===== src/shared/prs_params.svh =====
// constants for the program run mode sequencer
`ifndef PRS_PARAMS_SVH
`define PRS_PARAMS_SVH
`define PRS_A_CTRL      12'h000
`define PRS_A_SEGCFG    12'h004
`define PRS_A_PRESET    12'h008
`define PRS_A_LSP       12'h00C
`define PRS_A_STATUS    12'h010
`define PRS_A_TIMER     12'h014
`define PRS_A_OUT       12'h018
`define PRS_A_SP        12'h01C
`define PRS_A_PIDSEL    12'h020
`define PRS_TICK_NS     1000000
`define PRS_CLK_NS      50
`define PRS_TICK_CYC    (`PRS_TICK_NS / `PRS_CLK_NS)
`define PRS_ZON_SEG     2'h1
`define PRS_ZON_LOCAL   2'h2
`define PRS_PID_ONE     3'h1
`define PRS_SEG_FIRST   5'h01
`define PRS_CODE_RESET  2'h0
`define PRS_CODE_RUN    2'h1
`define PRS_CODE_LOCAL  2'h2
`define PRS_F_MODE_LO   0
`define PRS_F_MODE_HI   1
`define PRS_F_MODE_STB  2
`define PRS_F_HOLD      3
`define PRS_F_HOLD_STB  4
`define PRS_F_ADV       5
`define PRS_F_MAN       6
`define PRS_F_ZON_LO    7
`define PRS_F_ZON_HI    8
`define PRS_F_LPID_LO   9
`define PRS_F_LPID_HI   11
`define PRS_F_GRP_LO    12
`define PRS_F_GRP_HI    14
`define PRS_LPID_RST    3'h1
`define PRS_GRP_RST     3'h1
`endif


===== src/shared/prs_pkg.sv =====
// types for the program run mode sequencer
package prs_pkg;
	typedef enum logic [1:0] {
		PRS_RESET = 2'b00,
		PRS_PROGRAM_RUN_MODE  = 2'b01,
		PRS_LOCAL = 2'b10
	} prs_mode_e;

	typedef struct packed {
		logic reset;
		logic run;
		logic local_op;
		logic hold_on;
		logic hold_off;
		logic advance;
	} prs_req_s;

	typedef struct packed {
		logic [4:0]  last_seg;
		logic [4:0]  rpt_end;
		logic [4:0]  rpt_start;
		logic        junction_code;
		logic [15:0] seg_ticks;
	} prs_seg_s;
endpackage


===== src/hw/prs_sequencer.sv =====
// program run mode sequencer with apb register slave
// How it works
// - reset mode stops program and local
// - reset from key, parameter, contact, comms
// - mode parameter codes reset, program, local
// - program to reset steps output to preset
// - reset to program or local is bumpless
// - reset forces pv and time events off
// - reset preset uses group one or zone
// - local zone picks configured local pid
// - hold accepted only in program operation
// - hold on pauses, hold off resumes
// - hold freezes segment and event timers
// - release resumes timers from frozen value
// - hold regulates with captured setpoint
// - hold keeps time events, pv continues
// - advance accepted only in program operation
// - advance before last segment ignores junction code, next segment
// - advance in last segment follows junction
// - advance at repeat end performs repeat
// - advance while held clears hold
// - advance ends remaining segment time
// - auto/manual setting selects control type
// - hold lamp follows hold state
//
// The register addresses and the APB interface to the registers were decided locally.
`timescale 1ns/1ps
`include "prs_params.svh"
module prs_sequencer (
	input  wire logic                pclk,
	input  wire logic                presetn,
	input  wire logic                psel,
	input  wire logic                penable,
	input  wire logic                pwrite,
	input  wire logic [11:0]         paddr,
	input  wire logic [31:0]         pwdata,
	output logic      [31:0]         prdata,
	output logic                     pready,
	output logic                     pslverr,
	input  wire prs_pkg::prs_req_s   key_req,
	input  wire logic                key_mode_reset,
	input  wire prs_pkg::prs_req_s   contact_req,
	input  wire prs_pkg::prs_req_s   comm_req,
	input  wire logic                ufk_is_reset,
	input  wire logic [15:0]         pid_out,
	input  wire logic [15:0]         ramp_sp,
	input  wire logic [1:0]          pv_event_in,
	input  wire logic [1:0]          time_event_in,
	output logic [15:0]              ctrl_out,
	output logic [15:0]              active_sp,
	output logic [2:0]               pid_group,
	output logic [1:0]               pv_event,
	output logic [1:0]               time_event,
	output logic [4:0]               segment,
	output logic                     hold_lamp,
	output logic                     reset_lamp,
	output logic                     manual_mode,
	output logic                     pid_run,
	output logic                     timer_run
);
	import prs_pkg::*;

	// compares a bus address with a register offset
	function automatic logic prs_hit(input logic [11:0] a, input logic [11:0] off);
		return a == off;
	endfunction

	// widens a 16-bit register into a bus word
	function automatic logic [31:0] prs_word16(input logic [15:0] v);
		return {16'h0000, v};
	endfunction

	prs_mode_e   mode_q;
	prs_mode_e   mode_d;
	logic        hold_q;
	logic        hold_d;
	logic [4:0]  seg_q;
	logic [4:0]  seg_d;
	logic [15:0] seg_time_q;
	logic [15:0] seg_time_d;

	logic [15:0] tick_cnt_q;
	logic [15:0] hold_sp_q;
	logic [15:0] out_q;
	logic [1:0]  tev_q;
	logic        man_q;
	logic [1:0]  zon_q;
	logic [2:0]  lpid_q;
	logic [2:0]  zone_grp_q;
	logic [15:0] preset_q;
	logic [15:0] lsp_q;

	logic [1:0]  mode_par_q;
	logic        mode_par_stb_q;
	logic        hold_par_q;
	logic        hold_par_stb_q;
	logic        adv_par_q;
	prs_seg_s    segcfg_q;

	// apb decode
	wire         wr_en     = psel & penable & pwrite;
	wire         rd_sel    = psel & ~pwrite;
	wire         a_ctrl    = prs_hit(paddr, `PRS_A_CTRL);
	wire         a_segcfg  = prs_hit(paddr, `PRS_A_SEGCFG);
	wire         a_preset  = prs_hit(paddr, `PRS_A_PRESET);
	wire         a_lsp     = prs_hit(paddr, `PRS_A_LSP);
	wire         a_status  = prs_hit(paddr, `PRS_A_STATUS);
	wire         a_timer   = prs_hit(paddr, `PRS_A_TIMER);
	wire         a_out     = prs_hit(paddr, `PRS_A_OUT);
	wire         a_sp      = prs_hit(paddr, `PRS_A_SP);
	wire         a_pidsel  = prs_hit(paddr, `PRS_A_PIDSEL);
	wire         a_hit     = a_ctrl | a_segcfg | a_preset | a_lsp | a_status | a_timer
		| a_out | a_sp | a_pidsel;
	wire         ctrl_wr   = wr_en & a_ctrl;

	// control word fields as written
	wire [1:0]   wd_mode     = pwdata[`PRS_F_MODE_HI:`PRS_F_MODE_LO];
	wire         wd_mode_stb = pwdata[`PRS_F_MODE_STB];
	wire         wd_hold     = pwdata[`PRS_F_HOLD];
	wire         wd_hold_stb = pwdata[`PRS_F_HOLD_STB];
	wire         wd_adv      = pwdata[`PRS_F_ADV];
	wire         wd_man      = pwdata[`PRS_F_MAN];
	wire [1:0]   wd_zon      = pwdata[`PRS_F_ZON_HI:`PRS_F_ZON_LO];
	wire [2:0]   wd_lpid     = pwdata[`PRS_F_LPID_HI:`PRS_F_LPID_LO];
	wire [2:0]   wd_grp      = pwdata[`PRS_F_GRP_HI:`PRS_F_GRP_LO];

	// ctrl: [1:0] mode code, [2] mode strobe, [3] hold value, [4] hold strobe,
	// [5] advance, [6] manual, [8:7] zone select, [11:9] local pid, [14:12] zone group
	// read back field by field from the top bit down
	wire [31:0]  ctrl_rd = {
		17'h00000,
		zone_grp_q,
		lpid_q,
		zon_q,
		man_q,
		adv_par_q,
		1'b0,
		hold_par_q,
		1'b0,
		mode_par_q
	};

	// status: time events, segment, hold, mode
	wire [31:0]  stat_rd = {
		22'h000000,
		tev_q,
		seg_q,
		hold_q,
		mode_q
	};

	assign pready  = 1'b1;
	assign pslverr = psel & penable & ~a_hit;

	always_comb begin
		prdata = 32'h00000000;
		if (rd_sel) begin
			case (1'b1)
				a_ctrl:   prdata = ctrl_rd;
				a_segcfg: prdata = 32'(segcfg_q);
				a_preset: prdata = prs_word16(preset_q);
				a_lsp:    prdata = prs_word16(lsp_q);
				a_status: prdata = stat_rd;
				a_timer:  prdata = prs_word16(seg_time_q);
				a_out:    prdata = prs_word16(out_q);
				a_sp:     prdata = prs_word16(active_sp);
				a_pidsel: prdata = {29'h00000000, pid_group};
				default:  prdata = 32'h00000000;
			endcase
		end
	end

	// request gathering, parameter codes reset/program/local
	wire         par_reset = mode_par_stb_q & (mode_par_q == `PRS_CODE_RESET);
	wire         par_run   = mode_par_stb_q & (mode_par_q == `PRS_CODE_RUN);
	wire         par_local = mode_par_stb_q & (mode_par_q == `PRS_CODE_LOCAL);
	wire         mkey_rst  = key_mode_reset & ~ufk_is_reset;
	wire         req_reset = key_req.reset
		| par_reset
		| contact_req.reset
		| comm_req.reset
		| mkey_rst;
	wire         req_run   = key_req.run
		| par_run
		| contact_req.run
		| comm_req.run;
	wire         req_local = key_req.local_op
		| par_local
		| contact_req.local_op
		| comm_req.local_op;
	wire         in_program_run_mode   = mode_q == PRS_PROGRAM_RUN_MODE;
	wire         in_reset  = mode_q == PRS_RESET;
	wire         in_local  = mode_q == PRS_LOCAL;
	wire         req_hon   = in_program_run_mode & (key_req.hold_on | (hold_par_stb_q & hold_par_q)
		| contact_req.hold_on | comm_req.hold_on);
	wire         req_hoff  = in_program_run_mode & (key_req.hold_off | (hold_par_stb_q & ~hold_par_q)
		| contact_req.hold_off | comm_req.hold_off);
	wire         req_adv   = in_program_run_mode & (key_req.advance | adv_par_q | contact_req.advance
		| comm_req.advance);

	wire         tick      = tick_cnt_q == 16'(`PRS_TICK_CYC - 1);
	wire [15:0]  tick_cnt_d = tick ? 16'h0000 : tick_cnt_q + 16'h0001;
	wire         seg_done  = in_program_run_mode & ~hold_q & tick & (seg_time_q == 16'h0000);
	wire         step_seg  = seg_done | req_adv;
	wire         at_last   = seg_q == segcfg_q.last_seg;
	wire         at_rpt    = seg_q == segcfg_q.rpt_end;
	wire         grp_seg   = zon_q == `PRS_ZON_SEG;
	wire         grp_loc   = zon_q == `PRS_ZON_LOCAL;

	// landing point and mode after a segment step
	wire [4:0]   seg_inc   = seg_q + 5'h01;
	wire         to_repeat = at_rpt & ~at_last;
	prs_mode_e   end_mode;
	assign end_mode = segcfg_q.junction_code ? PRS_LOCAL : PRS_RESET;

	always_comb begin
		mode_d     = mode_q;
		hold_d     = hold_q;
		seg_d      = seg_q;
		seg_time_d = seg_time_q;
		if (in_program_run_mode & ~hold_q & tick & (seg_time_q != 16'h0000)) begin
			seg_time_d = seg_time_q - 16'h0001;
		end
		if (req_hon) begin
			hold_d = 1'b1;
		end
		if (req_hoff) begin
			hold_d = 1'b0;
		end
		if (step_seg) begin
			hold_d     = 1'b0;
			seg_time_d = segcfg_q.seg_ticks;
			if (to_repeat) begin
				seg_d = segcfg_q.rpt_start;
			end else if (at_last) begin
				seg_d  = `PRS_SEG_FIRST;
				mode_d = end_mode;
			end else begin
				seg_d = seg_inc;
			end
		end
		if (req_run & (mode_q != PRS_PROGRAM_RUN_MODE)) begin
			mode_d     = PRS_PROGRAM_RUN_MODE;
			hold_d     = 1'b0;
			seg_time_d = segcfg_q.seg_ticks;
		end
		if (req_local & (mode_q != PRS_LOCAL)) begin
			mode_d = PRS_LOCAL;
			hold_d = 1'b0;
			seg_d  = `PRS_SEG_FIRST;
		end
		if (req_reset) begin
			mode_d = PRS_RESET;
			hold_d = 1'b0;
			seg_d  = `PRS_SEG_FIRST;
		end
	end

	always_ff @(posedge pclk or negedge presetn) begin
		if (!presetn) begin
			mode_q     <= PRS_RESET;
			hold_q     <= 1'b0;
			seg_q      <= `PRS_SEG_FIRST;
			seg_time_q <= 16'h0000;
		end else begin
			mode_q     <= mode_d;
			hold_q     <= hold_d;
			seg_q      <= seg_d;
			seg_time_q <= seg_time_d;
		end
	end

	// free running millisecond divider
	always_ff @(posedge pclk or negedge presetn) begin
		if (!presetn) begin
			tick_cnt_q <= 16'h0000;
		end else begin
			tick_cnt_q <= tick_cnt_d;
		end
	end

	// parameter strobes last one cycle
	always_ff @(posedge pclk or negedge presetn) begin
		if (!presetn) begin
			mode_par_stb_q <= 1'b0;
			hold_par_stb_q <= 1'b0;
			adv_par_q      <= 1'b0;
		end else begin
			mode_par_stb_q <= ctrl_wr & wd_mode_stb;
			hold_par_stb_q <= ctrl_wr & wd_hold_stb;
			if (ctrl_wr & wd_adv) begin
				adv_par_q <= 1'b1;
			end else if (adv_par_q) begin
				adv_par_q <= 1'b0;
			end
		end
	end

	// control word fields
	always_ff @(posedge pclk or negedge presetn) begin
		if (!presetn) begin
			mode_par_q <= `PRS_CODE_RESET;
			hold_par_q <= 1'b0;
			man_q      <= 1'b0;
			zon_q      <= 2'h0;
			lpid_q     <= `PRS_LPID_RST;
			zone_grp_q <= `PRS_GRP_RST;
		end else if (ctrl_wr) begin
			mode_par_q <= wd_mode;
			hold_par_q <= wd_hold;
			man_q      <= wd_man;
			zon_q      <= wd_zon;
			lpid_q     <= wd_lpid;
			zone_grp_q <= wd_grp;
		end
	end

	// segment table, preset and local setpoint
	always_ff @(posedge pclk or negedge presetn) begin
		if (!presetn) begin
			segcfg_q <= '0;
			preset_q <= 16'h0000;
			lsp_q    <= 16'h0000;
		end else begin
			if (wr_en & a_segcfg) begin
				segcfg_q <= prs_seg_s'(pwdata);
			end
			if (wr_en & a_preset) begin
				preset_q <= pwdata[15:0];
			end
			if (wr_en & a_lsp) begin
				lsp_q <= pwdata[15:0];
			end
		end
	end

	// control output: preset in reset, pid output otherwise
	always_ff @(posedge pclk or negedge presetn) begin
		if (!presetn) begin
			out_q <= 16'h0000;
		end else if (in_reset) begin
			out_q <= preset_q;
		end else begin
			out_q <= pid_out;
		end
	end

	// setpoint captured while running, frozen in hold
	always_ff @(posedge pclk or negedge presetn) begin
		if (!presetn) begin
			hold_sp_q <= 16'h0000;
		end else if (in_program_run_mode & ~hold_q) begin
			hold_sp_q <= ramp_sp;
		end
	end

	// time events follow the engine while running, kept in hold
	always_ff @(posedge pclk or negedge presetn) begin
		if (!presetn) begin
			tev_q <= 2'b00;
		end else if (in_program_run_mode & ~hold_q) begin
			tev_q <= time_event_in;
		end else if (!in_program_run_mode) begin
			tev_q <= 2'b00;
		end
	end

	assign ctrl_out    = out_q;
	assign active_sp   = in_local ? lsp_q : hold_q ? hold_sp_q : ramp_sp;
	assign pid_group   = grp_loc ? lpid_q
		: (in_reset & grp_seg) ? `PRS_PID_ONE : zone_grp_q;
	assign pv_event    = in_reset ? 2'b00 : pv_event_in;
	assign time_event  = tev_q;
	assign segment     = seg_q;
	assign hold_lamp   = hold_q;
	assign reset_lamp  = in_reset;
	assign manual_mode = man_q;
	assign pid_run     = ~in_reset;
	assign timer_run   = in_program_run_mode & ~hold_q;
endmodule


===== config.mk =====
export PLATFORM = sky130hd
export DESIGN_NAME = prs_sequencer
export DESIGN_NICKNAME = d
export VERILOG_FILES = /design/src/shared/prs_pkg.sv /design/src/hw/prs_sequencer.sv
export VERILOG_INCLUDE_DIRS = /design/src /design/src/shared
export SDC_FILE = /design/constraint.sdc
export NUM_CORES = 1
export LEC_CHECK = 0
export ABC_AREA = 1
export CAP_MARGIN = 20
export CORE_MARGIN = 3
export CORE_UTILIZATION = 60
export CTS_CLUSTER_DIAMETER = 200
export DETAILED_ROUTE_END_ITERATION = 10
export DONT_BUFFER_PORTS = 1
export GPL_ROUTABILITY_DRIVEN = 0
export PLACE_DENSITY = 0.76
export SYNTH_ARGS = -nofsm -noshare
export SYNTH_HDL_FRONTEND = slang
export SYNTH_SLANG_ARGS = --single-unit
export TNS_END_PERCENT = 5

===== constraint.sdc =====
create_clock -name pclk -period 4.2 [get_ports pclk]
set_input_delay 0.63 -clock pclk [delete_from_list [all_inputs] [get_ports pclk]]
set_output_delay 0.63 -clock pclk [all_outputs]
set_load 0.02 [all_outputs]

==> results.sh, run 1 <==
export IMPL_power_frac_seq_pct=46.1
export IMPL_drtIter0Drc=920
export IMPL_cp_startpoint="mode_q[0]$_DFFE_PN0P_"
export IMPL_start_util_pct=62.5
export IMPL_synth_seq_cells=153
export IMPL_cts_sinks=153
export IMPL_finalCritPeriodShare_pct=91.7
export IMPL_syn_avg_cell_area_um2=7.12
export IMPL_cts_tree="done"
export IMPL_layout_commonest_cell="nand2_1"
export IMPL_synth_edff_count=0
export IMPL_hold_class="input port to async pin"
export IMPL_cp_max_fo=21
export IMPL_drive_gt1_share_pct=7.32
export IMPL_first_global_vias=7909
export IMPL_finClkSkew_ps=10.3
export IMPL_vdd_drop_max_uv=303
export IMPL_yosysWarnings=0
export IMPL_fp_dieW_um=128
export IMPL_path_clk_slew_ps=70
export IMPL_rsz0062_at_grt="no"
export IMPL_startpoint_type="flop"
export IMPL_totalWireLength_um=27200
export IMPL_drtAntennaViolNets=0
export IMPL_cts_resized=0
export IMPL_relSlewSlack_pct=29.6
export IMPL_fin_area_um2=9590
export IMPL_dp_hpwl_um=20200
export IMPL_row_count=43
export IMPL_period_minus_slack_ps=3850
export IMPL_end_kind="output port"
export IMPL_yosysUniqueCellTypes=49
export IMPL_ioPinCount=188
export IMPL_hold_viol=0
export IMPL_numCtsBuffers=17
export IMPL_seq_area_frac_synth_pct=43.2
export IMPL_worstPathArrival_ps=3220
export IMPL_antenna_found_initial=0
export IMPL_drv_slew=0
export IMPL_p_int_mw=2.53
export IMPL_p_clk_share_pct=45.4
export IMPL_diodes=0
export IMPL_clock_latency_ps=440
export IMPL_synth_nets=1357
export IMPL_area_delta_synth_final_pct=7.95
export IMPL_tightest_slew_ps=1050
export IMPL_synth_async_reset_ratio_pct=100
export IMPL_p_switching_mw=0.913
export IMPL_drv_cap=0
export IMPL_place_ws_ps=940
export IMPL_max_freq_ghz=0.260
export IMPL_synth_top_flop_cell="dfrtp_1"
export IMPL_drcViolationCount=0
export IMPL_wl_per_cell_um=19.1
export IMPL_netlist_instances=1248
export IMPL_netlist_area_um2=8880
export IMPL_io_buffers=0
export IMPL_core_area_um2=14200
export IMPL_fin_setup_tns_ps=0
export IMPL_cts_htree_levels=4
export IMPL_die_height_um=128
export IMPL_cts_setup_buffers=0
export IMPL_finalSetupViolCount=0
export IMPL_vias=8412
export IMPL_fin_ws_ps=347
export IMPL_crit_required_ps=3570
export IMPL_powerDensity_nw_per_um2=359
export IMPL_power_leakage_nw=4.91
export IMPL_grt_util_all_layers_pct=33.9
export IMPL_switching_share_pct=26.5
export IMPL_power_frac_comb_pct=8.5
export IMPL_postCtsHoldBufs=1
export IMPL_grt_max_degree=151
export IMPL_overflow=0
export IMPL_grt_pass1_wl_um=42700
export IMPL_placed_area_um2=8960
export IMPL_root_buffer="clkbuf_16"
export IMPL_final_cell_mix="nand2_1, dfrtp_1, inv_1"
export IMPL_path_class="flop to output port"
export IMPL_vias_per_cell=5.91
export IMPL_worstReg2RegStart="mode_par_q[0]$_DFFE_PN0P_"
export IMPL_clockBufferDepth=2
export IMPL_outcome="finished, final reports clean"
export IMPL_nNetsFinal=1340
export IMPL_dieArea_um2=16300
export IMPL_drt_pre_antenna_iters=6
-- worst paths after layout --
path,endpoint,slack [ps],cells after the start
setup / recovery,prdata[3],350,10
hold / removal,lpid_q[0]$_DFFE_PN1P_,30,0
setup reg to reg,seg_time_q[11]$_DFFE_PN0P_,1660,9
hold reg to reg,tick_cnt_q[0]$_DFF_PN0_,460,1
max in group asynchronous,lsp_q[1]$_DFFE_PN0P_,3400,1
min in group pclk,ctrl_out[14]$_DFF_PN0_,300,2
-- synth_stat cells, types with 3 or more instances --
cell type	number	area, um^2
o21ai_0	140	701
xor2_1	17	149
o21ai_1	10	50.1
nor3_1	18	90.1
inv_2	7	26.3
a21oi_1	39	195
dfstp_2	3	78.8
nand3_1	80	400
inv_1	146	548
buf_4	5	37.5
dfrtp_1	150	3750
o211ai_1	4	30.0
nand3b_1	11	82.6
nor2_2	4	25.0
nor2_1	109	409
mux2_2	6	67.6
nand4_1	19	119
o21bai_1	4	30.0
nand2_1	387	1450
clkbuf_1	25	93.8
ha_1	4	50.1
buf_2	15	75.1
nand2_2	7	43.8
nor2_4	6	67.6
-- metal layers --
| metal | global-route usage (%) | wire [um] | vias up |
|---|---|---|---|
| met5 | 0 | 0 | - |
| met4 | 17.4 | 1440 | 0 |
| met3 | 8.46 | 2920 | 100 |
| met2 | 52.1 | 12200 | 480 |
| met1 | 44.7 | 10600 | 3889 |
| li1 | - | - | 3943 |
-- layout make-up --
type / count / area, um^2
Fill cell: 1270 / 4620
Multi-Input combinational cell: 890 / 4210
Sequential cell: 153 / 3830
Inverter: 155 / 583
Clock buffer: 18 / 439
Tap cell: 180 / 225
Clock inverter: 14 / 163
Timing Repair Buffer: 14 / 138
-- power by group through the flow --
| stage | logic [mW] | registers (mW) | clock network [mW] |
|---|---|---|---|
| 2_1_floorplan | 0.202 | 1.60 | 0 |
| 3_3_place_gp | 0.252 | 1.61 | 0 |
| 3_5_place_dp | 0.258 | 1.61 | 0 |
| 4_1_cts | 0.293 | 1.58 | 1.58 |
| 5_1_grt | 0.332 | 1.59 | 1.63 |
| 6_report | 0.294 | 1.59 | 1.56 |
-- flip-flops by register name, indices dropped and copies added, names as in the netlist, 3 cells and up --
| signal | cells |
|---|---|
| hold_sp_q | 16 |
| lpid_q | 3 |
| segment | 5 |
| lsp_q | 16 |
| tick_cnt_q | 16 |
| zone_grp_q | 3 |
| seg_time_q | 16 |
| preset_q | 16 |
| ctrl_out | 16 |
| segcfg_q | 32 |
-- metrics by stage --
| step | total power [mW] | cells | hold WS, ps | utilization [%] |
|---|---|---|---|---|
| 2_1_floorplan | 1.80 | 1248 | 334 | - |
| 3_3_place_gp | 1.86 | 1391 | 339 | 63.1 |
| 3_5_place_dp | 1.87 | 1391 | 340 | 63.1 |
| 4_1_cts | 3.45 | 1424 | 16.0 | 67.5 |
| 5_1_grt | 3.55 | 1424 | 13.7 | 67.5 |
| 6_report | 3.44 | 1424 | 29.6 | 67.5 |
-- cell families after synthesis --
kind of cell               synth area share (%)
AOI/OAI and AO/OA                          12.6
xor gates and xnor gates                   1.87
other                                    0.0422
adders and majority gates                 0.564
DFF                                        43.2
buffers and inverters                      9.51
and+or+nand+nor                            31.5
muxes                                     0.761
-- critical path, stage by stage, from the launching register on --
cell and delay [ps]:
dfrtp_1 440, inv_2 70, nand2_1 540, o21ai_0 220
o21ai_1 510, nand2_1 150, nand3_1 130, nand3_1 90
nand4_1 190, nor2_1 80, nor2_1 350
No activity file was read; power rests on OpenSTA's default activity.
==> inputs of run 2 (changes only) <==
--- a/config.mk
+++ b/config.mk
@@ -9,12 +9,11 @@
 export ABC_AREA = 1
 export CAP_MARGIN = 20
 export CORE_MARGIN = 3
-export CORE_UTILIZATION = 60
+export CORE_UTILIZATION = 30
 export CTS_CLUSTER_DIAMETER = 200
 export DETAILED_ROUTE_END_ITERATION = 10
 export DONT_BUFFER_PORTS = 1
 export GPL_ROUTABILITY_DRIVEN = 0
-export PLACE_DENSITY = 0.76
 export SYNTH_ARGS = -nofsm -noshare
 export SYNTH_HDL_FRONTEND = slang
 export SYNTH_SLANG_ARGS = --single-unit
==> results.sh, run 2 (synthesis results as in run 1) <==
export IMPL_outcome="finished, final reports clean"
export IMPL_period_minus_slack_ps=3780
export IMPL_antenna_found_initial=2
export IMPL_finalSetupViolCount=0
export IMPL_regToRegSetupSlack_ps=1660
export IMPL_drv_cap=0
export IMPL_layout_commonest_cell="nand2_1"
export IMPL_rsz0062_at_grt="no"
export IMPL_drive_gt1_share_pct=7.45
export IMPL_place_ws_ps=889
export IMPL_fin_ws_ps=419
export IMPL_numCtsBuffers=17
export IMPL_end_kind="output port"
export IMPL_grt_pass1_wl_um=48100
export IMPL_totalWireLength_um=31900
export IMPL_dp_hpwl_um=24600
export IMPL_fp_dieW_um=178
export IMPL_power_frac_comb_pct=8.2
export IMPL_cpPeakStageDelay_ps=770
export IMPL_largest_reg_flops=32
export IMPL_io_buffers=0
export IMPL_path_buf_inv=1
export IMPL_switching_share_pct=25.3
export IMPL_cp_max_fo=11
export IMPL_cts_sinks=153
export IMPL_clockBufferDepth=2
export IMPL_grt_use_met3_pct=5.21
export IMPL_crit_cells=10
export IMPL_top_usage_layer="met2"
export IMPL_vias_per_cell=5.12
export IMPL_grt_util_all_layers_pct=20.1
export IMPL_top_register="segcfg_q"
export IMPL_dieArea_um2=31700
export IMPL_die_height_um=178
export IMPL_startpoint_type="flop"
export IMPL_wl_per_cell_um=19.5
export IMPL_start_util_pct=30.7
export IMPL_drv_slew=0
export IMPL_drtAntennaViolNets=0
export IMPL_power_frac_seq_pct=43.2
export IMPL_overflow=0
export IMPL_root_buffer="clkbuf_16"
export IMPL_max_freq_ghz=0.265
export IMPL_finClkSkew_ps=15.2
export IMPL_cp_top_family="simple AND/OR/NAND/NOR gates"
export IMPL_path_cells="inv_2, nand2_1, o21ai_0, o21ai_0, nand2_1, nand2_1, o21ai_0, nand4_1, nor2_1, nor2_1"
export IMPL_nNetsFinal=1344
export IMPL_p_clk_share_pct=48.6
export IMPL_worstReg2RegStart="mode_par_q[0]$_DFFE_PN0P_"
export IMPL_drcViolationCount=0
export IMPL_relSlewSlack_pct=34.5
export IMPL_vdd_drop_max_uv=230
export IMPL_cts_htree_levels=4
export IMPL_fin_cells=1633
export IMPL_reg2reg_to="seg_time_q[2]$_DFFE_PN0P_"
export IMPL_first_global_vias=8008
export IMPL_tightest_slew_ps=980
export IMPL_row_count=62
export IMPL_cp_startpoint="mode_q[0]$_DFFE_PN0P_"
export IMPL_grt_max_degree=151
export IMPL_hold_viol=0
export IMPL_final_cell_mix="nand2_1, dfrtp_1, inv_1"
export IMPL_ioPinCount=188
export IMPL_area_delta_synth_final_pct=11.8
export IMPL_crit_required_ps=3570
export IMPL_hold_class="input port to async pin"
export IMPL_crit_path_top_delay_cell="o21ai_0"
export IMPL_r2r_cells=9
export IMPL_p_int_mw=2.75
export IMPL_use_met1_pct=25.6
export IMPL_drtIter0Drc=930
export IMPL_clock_latency_ps=440
export IMPL_path_class="flop to output port"
export IMPL_place_inst=1599
export IMPL_endpoint="prdata[1]"
export IMPL_powerDensity_nw_per_um2=370
export IMPL_vias=8363
export IMPL_power_leakage_nw=4.95
export IMPL_p_switching_mw=0.930
export IMPL_core_area_um2=28900
export IMPL_path_clk_slew_ps=70
export IMPL_met2_usage_pct=32.6
export IMPL_finalCritPeriodShare_pct=90.0
export IMPL_cts_tree="done"
export IMPL_power_total_mw=3.68
export IMPL_drt_pre_antenna_iters=5
export IMPL_worstPathArrival_ps=3150
export IMPL_cts_setup_buffers=0
export IMPL_fin_setup_tns_ps=0
## run 2: cell types whose count changed in the layout (fill, tap and decap cells not counted), sizes merged
cell / before / now
diode: 0 / 1
bufinv: 2 / 6
inv: 158 / 156
buf: 14 / 18
clkbuf: 18 / 19
clkinv: 6 / 3
## run 2: layout make-up
type,count,area (um^2)
clock buffers,19,433
flip-flops and latches,153,3830
repair buffers,18,155
clock inverters,13,240
inverters,155,583
multi-input cells,890,4210
diodes,1,2.50
fillers,3088,19000
well taps,384,480
## run 2: layer usage
layer / routed length, um / part of all wire [%]
met5: 7 / 0.022
met4: 1230 / 3.9
met3: 2640 / 8.3
met2: 14900 / 47
met1: 13100 / 41
## run 2: timing repair
action	4_1_cts	5_1_grt
hold endpoints to repair	150	0
gates resized for setup	0	0
hold buffers	1	0
## run 2: worst min path at each step
stage	startpoint	cells after the start	to	slack [ps]
final	presetn	0	zone_grp_q[0]$_DFFE_PN1P_	30
after detailed placement	presetn	0	lsp_q[12]$_DFFE_PN0P_	350
after CTS	presetn	0	zone_grp_q[0]$_DFFE_PN1P_	20
after global routing	presetn	0	zone_grp_q[0]$_DFFE_PN1P_	10
after floorplan	presetn	0	adv_par_q$_DFF_PN0_	330
after global placement	presetn	0	preset_q[12]$_DFFE_PN0P_	350
## run 2: worst register-to-register path, delay by kind of cell, from the launching register on
family | cells | cell delay, ps
AOI/OAI and AO/OA | 2 | 690
buffers and inverters | 2 | 510
DFF | 1 | 410
and+or+nand+nor | 5 | 880
## run 2: power groups by stage
stage               registers, mW  logic (mW)  clock network (mW)
floorplan                    1.60       0.202                   0
global placement             1.61       0.263                   0
detailed placement           1.61       0.268                   0
CTS                          1.59       0.301                1.81
global route                 1.59       0.341                1.87
finish                       1.59       0.301                1.79
## run 2: per-stage QoR
stage | hold slack (ps) | util, % | cell area, um^2
global placement | 348 | 31.9 | 9230
detailed placement | 347 | 31.9 | 9230
CTS | 17.5 | 34.3 | 9930
global route | 10.3 | 34.3 | 9930
finish | 32.7 | 34.3 | 9930
floorplan | 334 | - | 8880
==> inputs of run 3 (changes only) <==
==> constraint.sdc (replaced) <==
create_clock -name pclk -period 4.05 [get_ports pclk]
set_input_delay 0.6075 -clock pclk [delete_from_list [all_inputs] [get_ports pclk]]
set_output_delay 0.6075 -clock pclk [all_outputs]
set_load 0.02 [all_outputs]
==> results.sh, run 3 (synthesis results as in run 1) <==
export IMPL_cts_tree="done"
export IMPL_path_class="flop to output port"
export IMPL_r2r_cells=9
export IMPL_power_leakage_nw=4.98
export IMPL_crit_required_ps=3440
export IMPL_regToRegSetupSlack_ps=1530
export IMPL_overflow=0
export IMPL_outcome="finished, violations left"
export IMPL_end_kind="output port"
export IMPL_dieArea_um2=31700
export IMPL_finalSetupViolCount=0
export IMPL_hold_class="input port to async pin"
export IMPL_largest_reg_flops=32
export IMPL_fin_setup_tns_ps=0
export IMPL_rsz0062_at_grt="no"
export IMPL_startpoint_type="flop"
export IMPL_path_clk_slew_ps=70
export IMPL_worstReg2RegStart="mode_q[0]$_DFFE_PN0P_"
export IMPL_vias=8304
export IMPL_layout_commonest_cell="nand2_1"
export IMPL_fin_cells=1639
export IMPL_violations="negative hold slack"
export IMPL_dp_hpwl_um=24100
export IMPL_hold_ws_ps=-117
export IMPL_period_minus_slack_ps=3730
export IMPL_root_buffer="clkbuf_16"
export IMPL_ioPinCount=188
export IMPL_top_register="segcfg_q"
export IMPL_vias_per_cell=5.07
export IMPL_finClkSkew_ps=12.4
export IMPL_nNetsFinal=1350
export IMPL_max_freq_ghz=0.268
export IMPL_area_delta_synth_final_pct=11.8
export IMPL_finalCritPeriodShare_pct=92.0
export IMPL_final_cell_mix="nand2_1, dfrtp_1, inv_1"
export IMPL_endpoint="prdata[10]"
export IMPL_reg2reg_to="seg_time_q[5]$_DFFE_PN0P_"
export IMPL_io_buffers=0
export IMPL_grt_pass1_wl_um=46600
export IMPL_drt_pre_antenna_iters=5
export IMPL_place_inst=1606
export IMPL_drv_slew=0
export IMPL_relSlewSlack_pct=31.0
export IMPL_fp_dieW_um=178
export IMPL_cp_max_fo=12
export IMPL_start_util_pct=30.7
export IMPL_row_count=62
export IMPL_powerDensity_nw_per_um2=370
export IMPL_core_area_um2=28900
export IMPL_cts_resized=0
export IMPL_vdd_drop_max_uv=220
export IMPL_die_height_um=178
export IMPL_clock_latency_ps=430
export IMPL_antenna_found_initial=1
export IMPL_grt_util_all_layers_pct=19.5
export IMPL_cts_sinks=153
export IMPL_clockBufferDepth=2
export IMPL_wl_per_cell_um=19.1
export IMPL_tightest_slew_ps=1020
export IMPL_cp_startpoint="mode_q[0]$_DFFE_PN0P_"
export IMPL_drive_gt1_share_pct=8.05
export IMPL_drtIter0Drc=797
export IMPL_fillers=3105
export IMPL_cts_htree_levels=4
export IMPL_grt_max_degree=154
export IMPL_first_global_vias=7784
export IMPL_drcViolationCount=0
export IMPL_drv_cap=0
export IMPL_worstPathArrival_ps=3120
export IMPL_fin_util_pct=34.3
export IMPL_numCtsBuffers=17
export IMPL_totalWireLength_um=31300
export IMPL_hold_viol=150
export IMPL_drtAntennaViolNets=0
export IMPL_cts_setup_buffers=0
-- run 3: worst min path at each step --
stage | to | slack (ps) | depth (start not counted) | from
floorplan | adv_par_q$_DFF_PN0_ | 310 | 0 | presetn
global placement | preset_q[14]$_DFFE_PN0P_ | 330 | 0 | presetn
detailed placement | ctrl_out[14]$_DFF_PN0_ | 330 | 0 | presetn
CTS | ctrl_out[4]$_DFF_PN0_ | -140 | 0 | presetn
global route | ctrl_out[14]$_DFF_PN0_ | -140 | 0 | presetn
finish | ctrl_out[14]$_DFF_PN0_ | -120 | 0 | presetn
-- run 3: critical path: stages (launching register included) --
cell and delay (ps):
dfrtp_1 440, inv_2 100, nand2_1 330, buf_4 310, o21ai_0 710, nand2_1 110, nand3_1 150, nand2_1 90
nand3b_1 150, nand3_1 110, inv_1 170
-- run 3: area by class of cell --
cell class              count  area, um^2  area share, %
clock inverters            13         191           1.93
repair buffers             24         180           1.81
clock buffers              19         453           4.56
flip-flops and latches    153        3830           38.6
diodes                      1        2.50         0.0252
multi-input cells         890        4210           42.4
well taps                 384         480           4.84
inverters                 155         583           5.87
-- run 3: where the power goes --
group | internal, mW | switching [mW] | total [mW]
Combinational | 0.0860 | 0.192 | 0.278
Clock | 1.07 | 0.680 | 1.75
Sequential | 1.59 | 0.0523 | 1.65
-- run 3: layer usage --
metal	global-route usage (%)	vias to the layer above	share of wire, %	wire length [um]
met1	25.6	3994	42	13100
met3	4.81	42	8.0	2520
met2	31.1	321	47	14700
li1	-	3947	-	-
met4	7.23	0	3.1	964
met5	0	-	0	0
-- run 3: per-stage QoR --
step                      setup slack (ps)  area, um^2  total power [mW]
after floorplan                       1440        8880              1.87
after global placement                 804        9280              1.94
after detailed placement               783        9280              1.95
after CTS                              317        9930              3.69
after global routing                   104        9930              3.81
final                                  325        9930              3.67
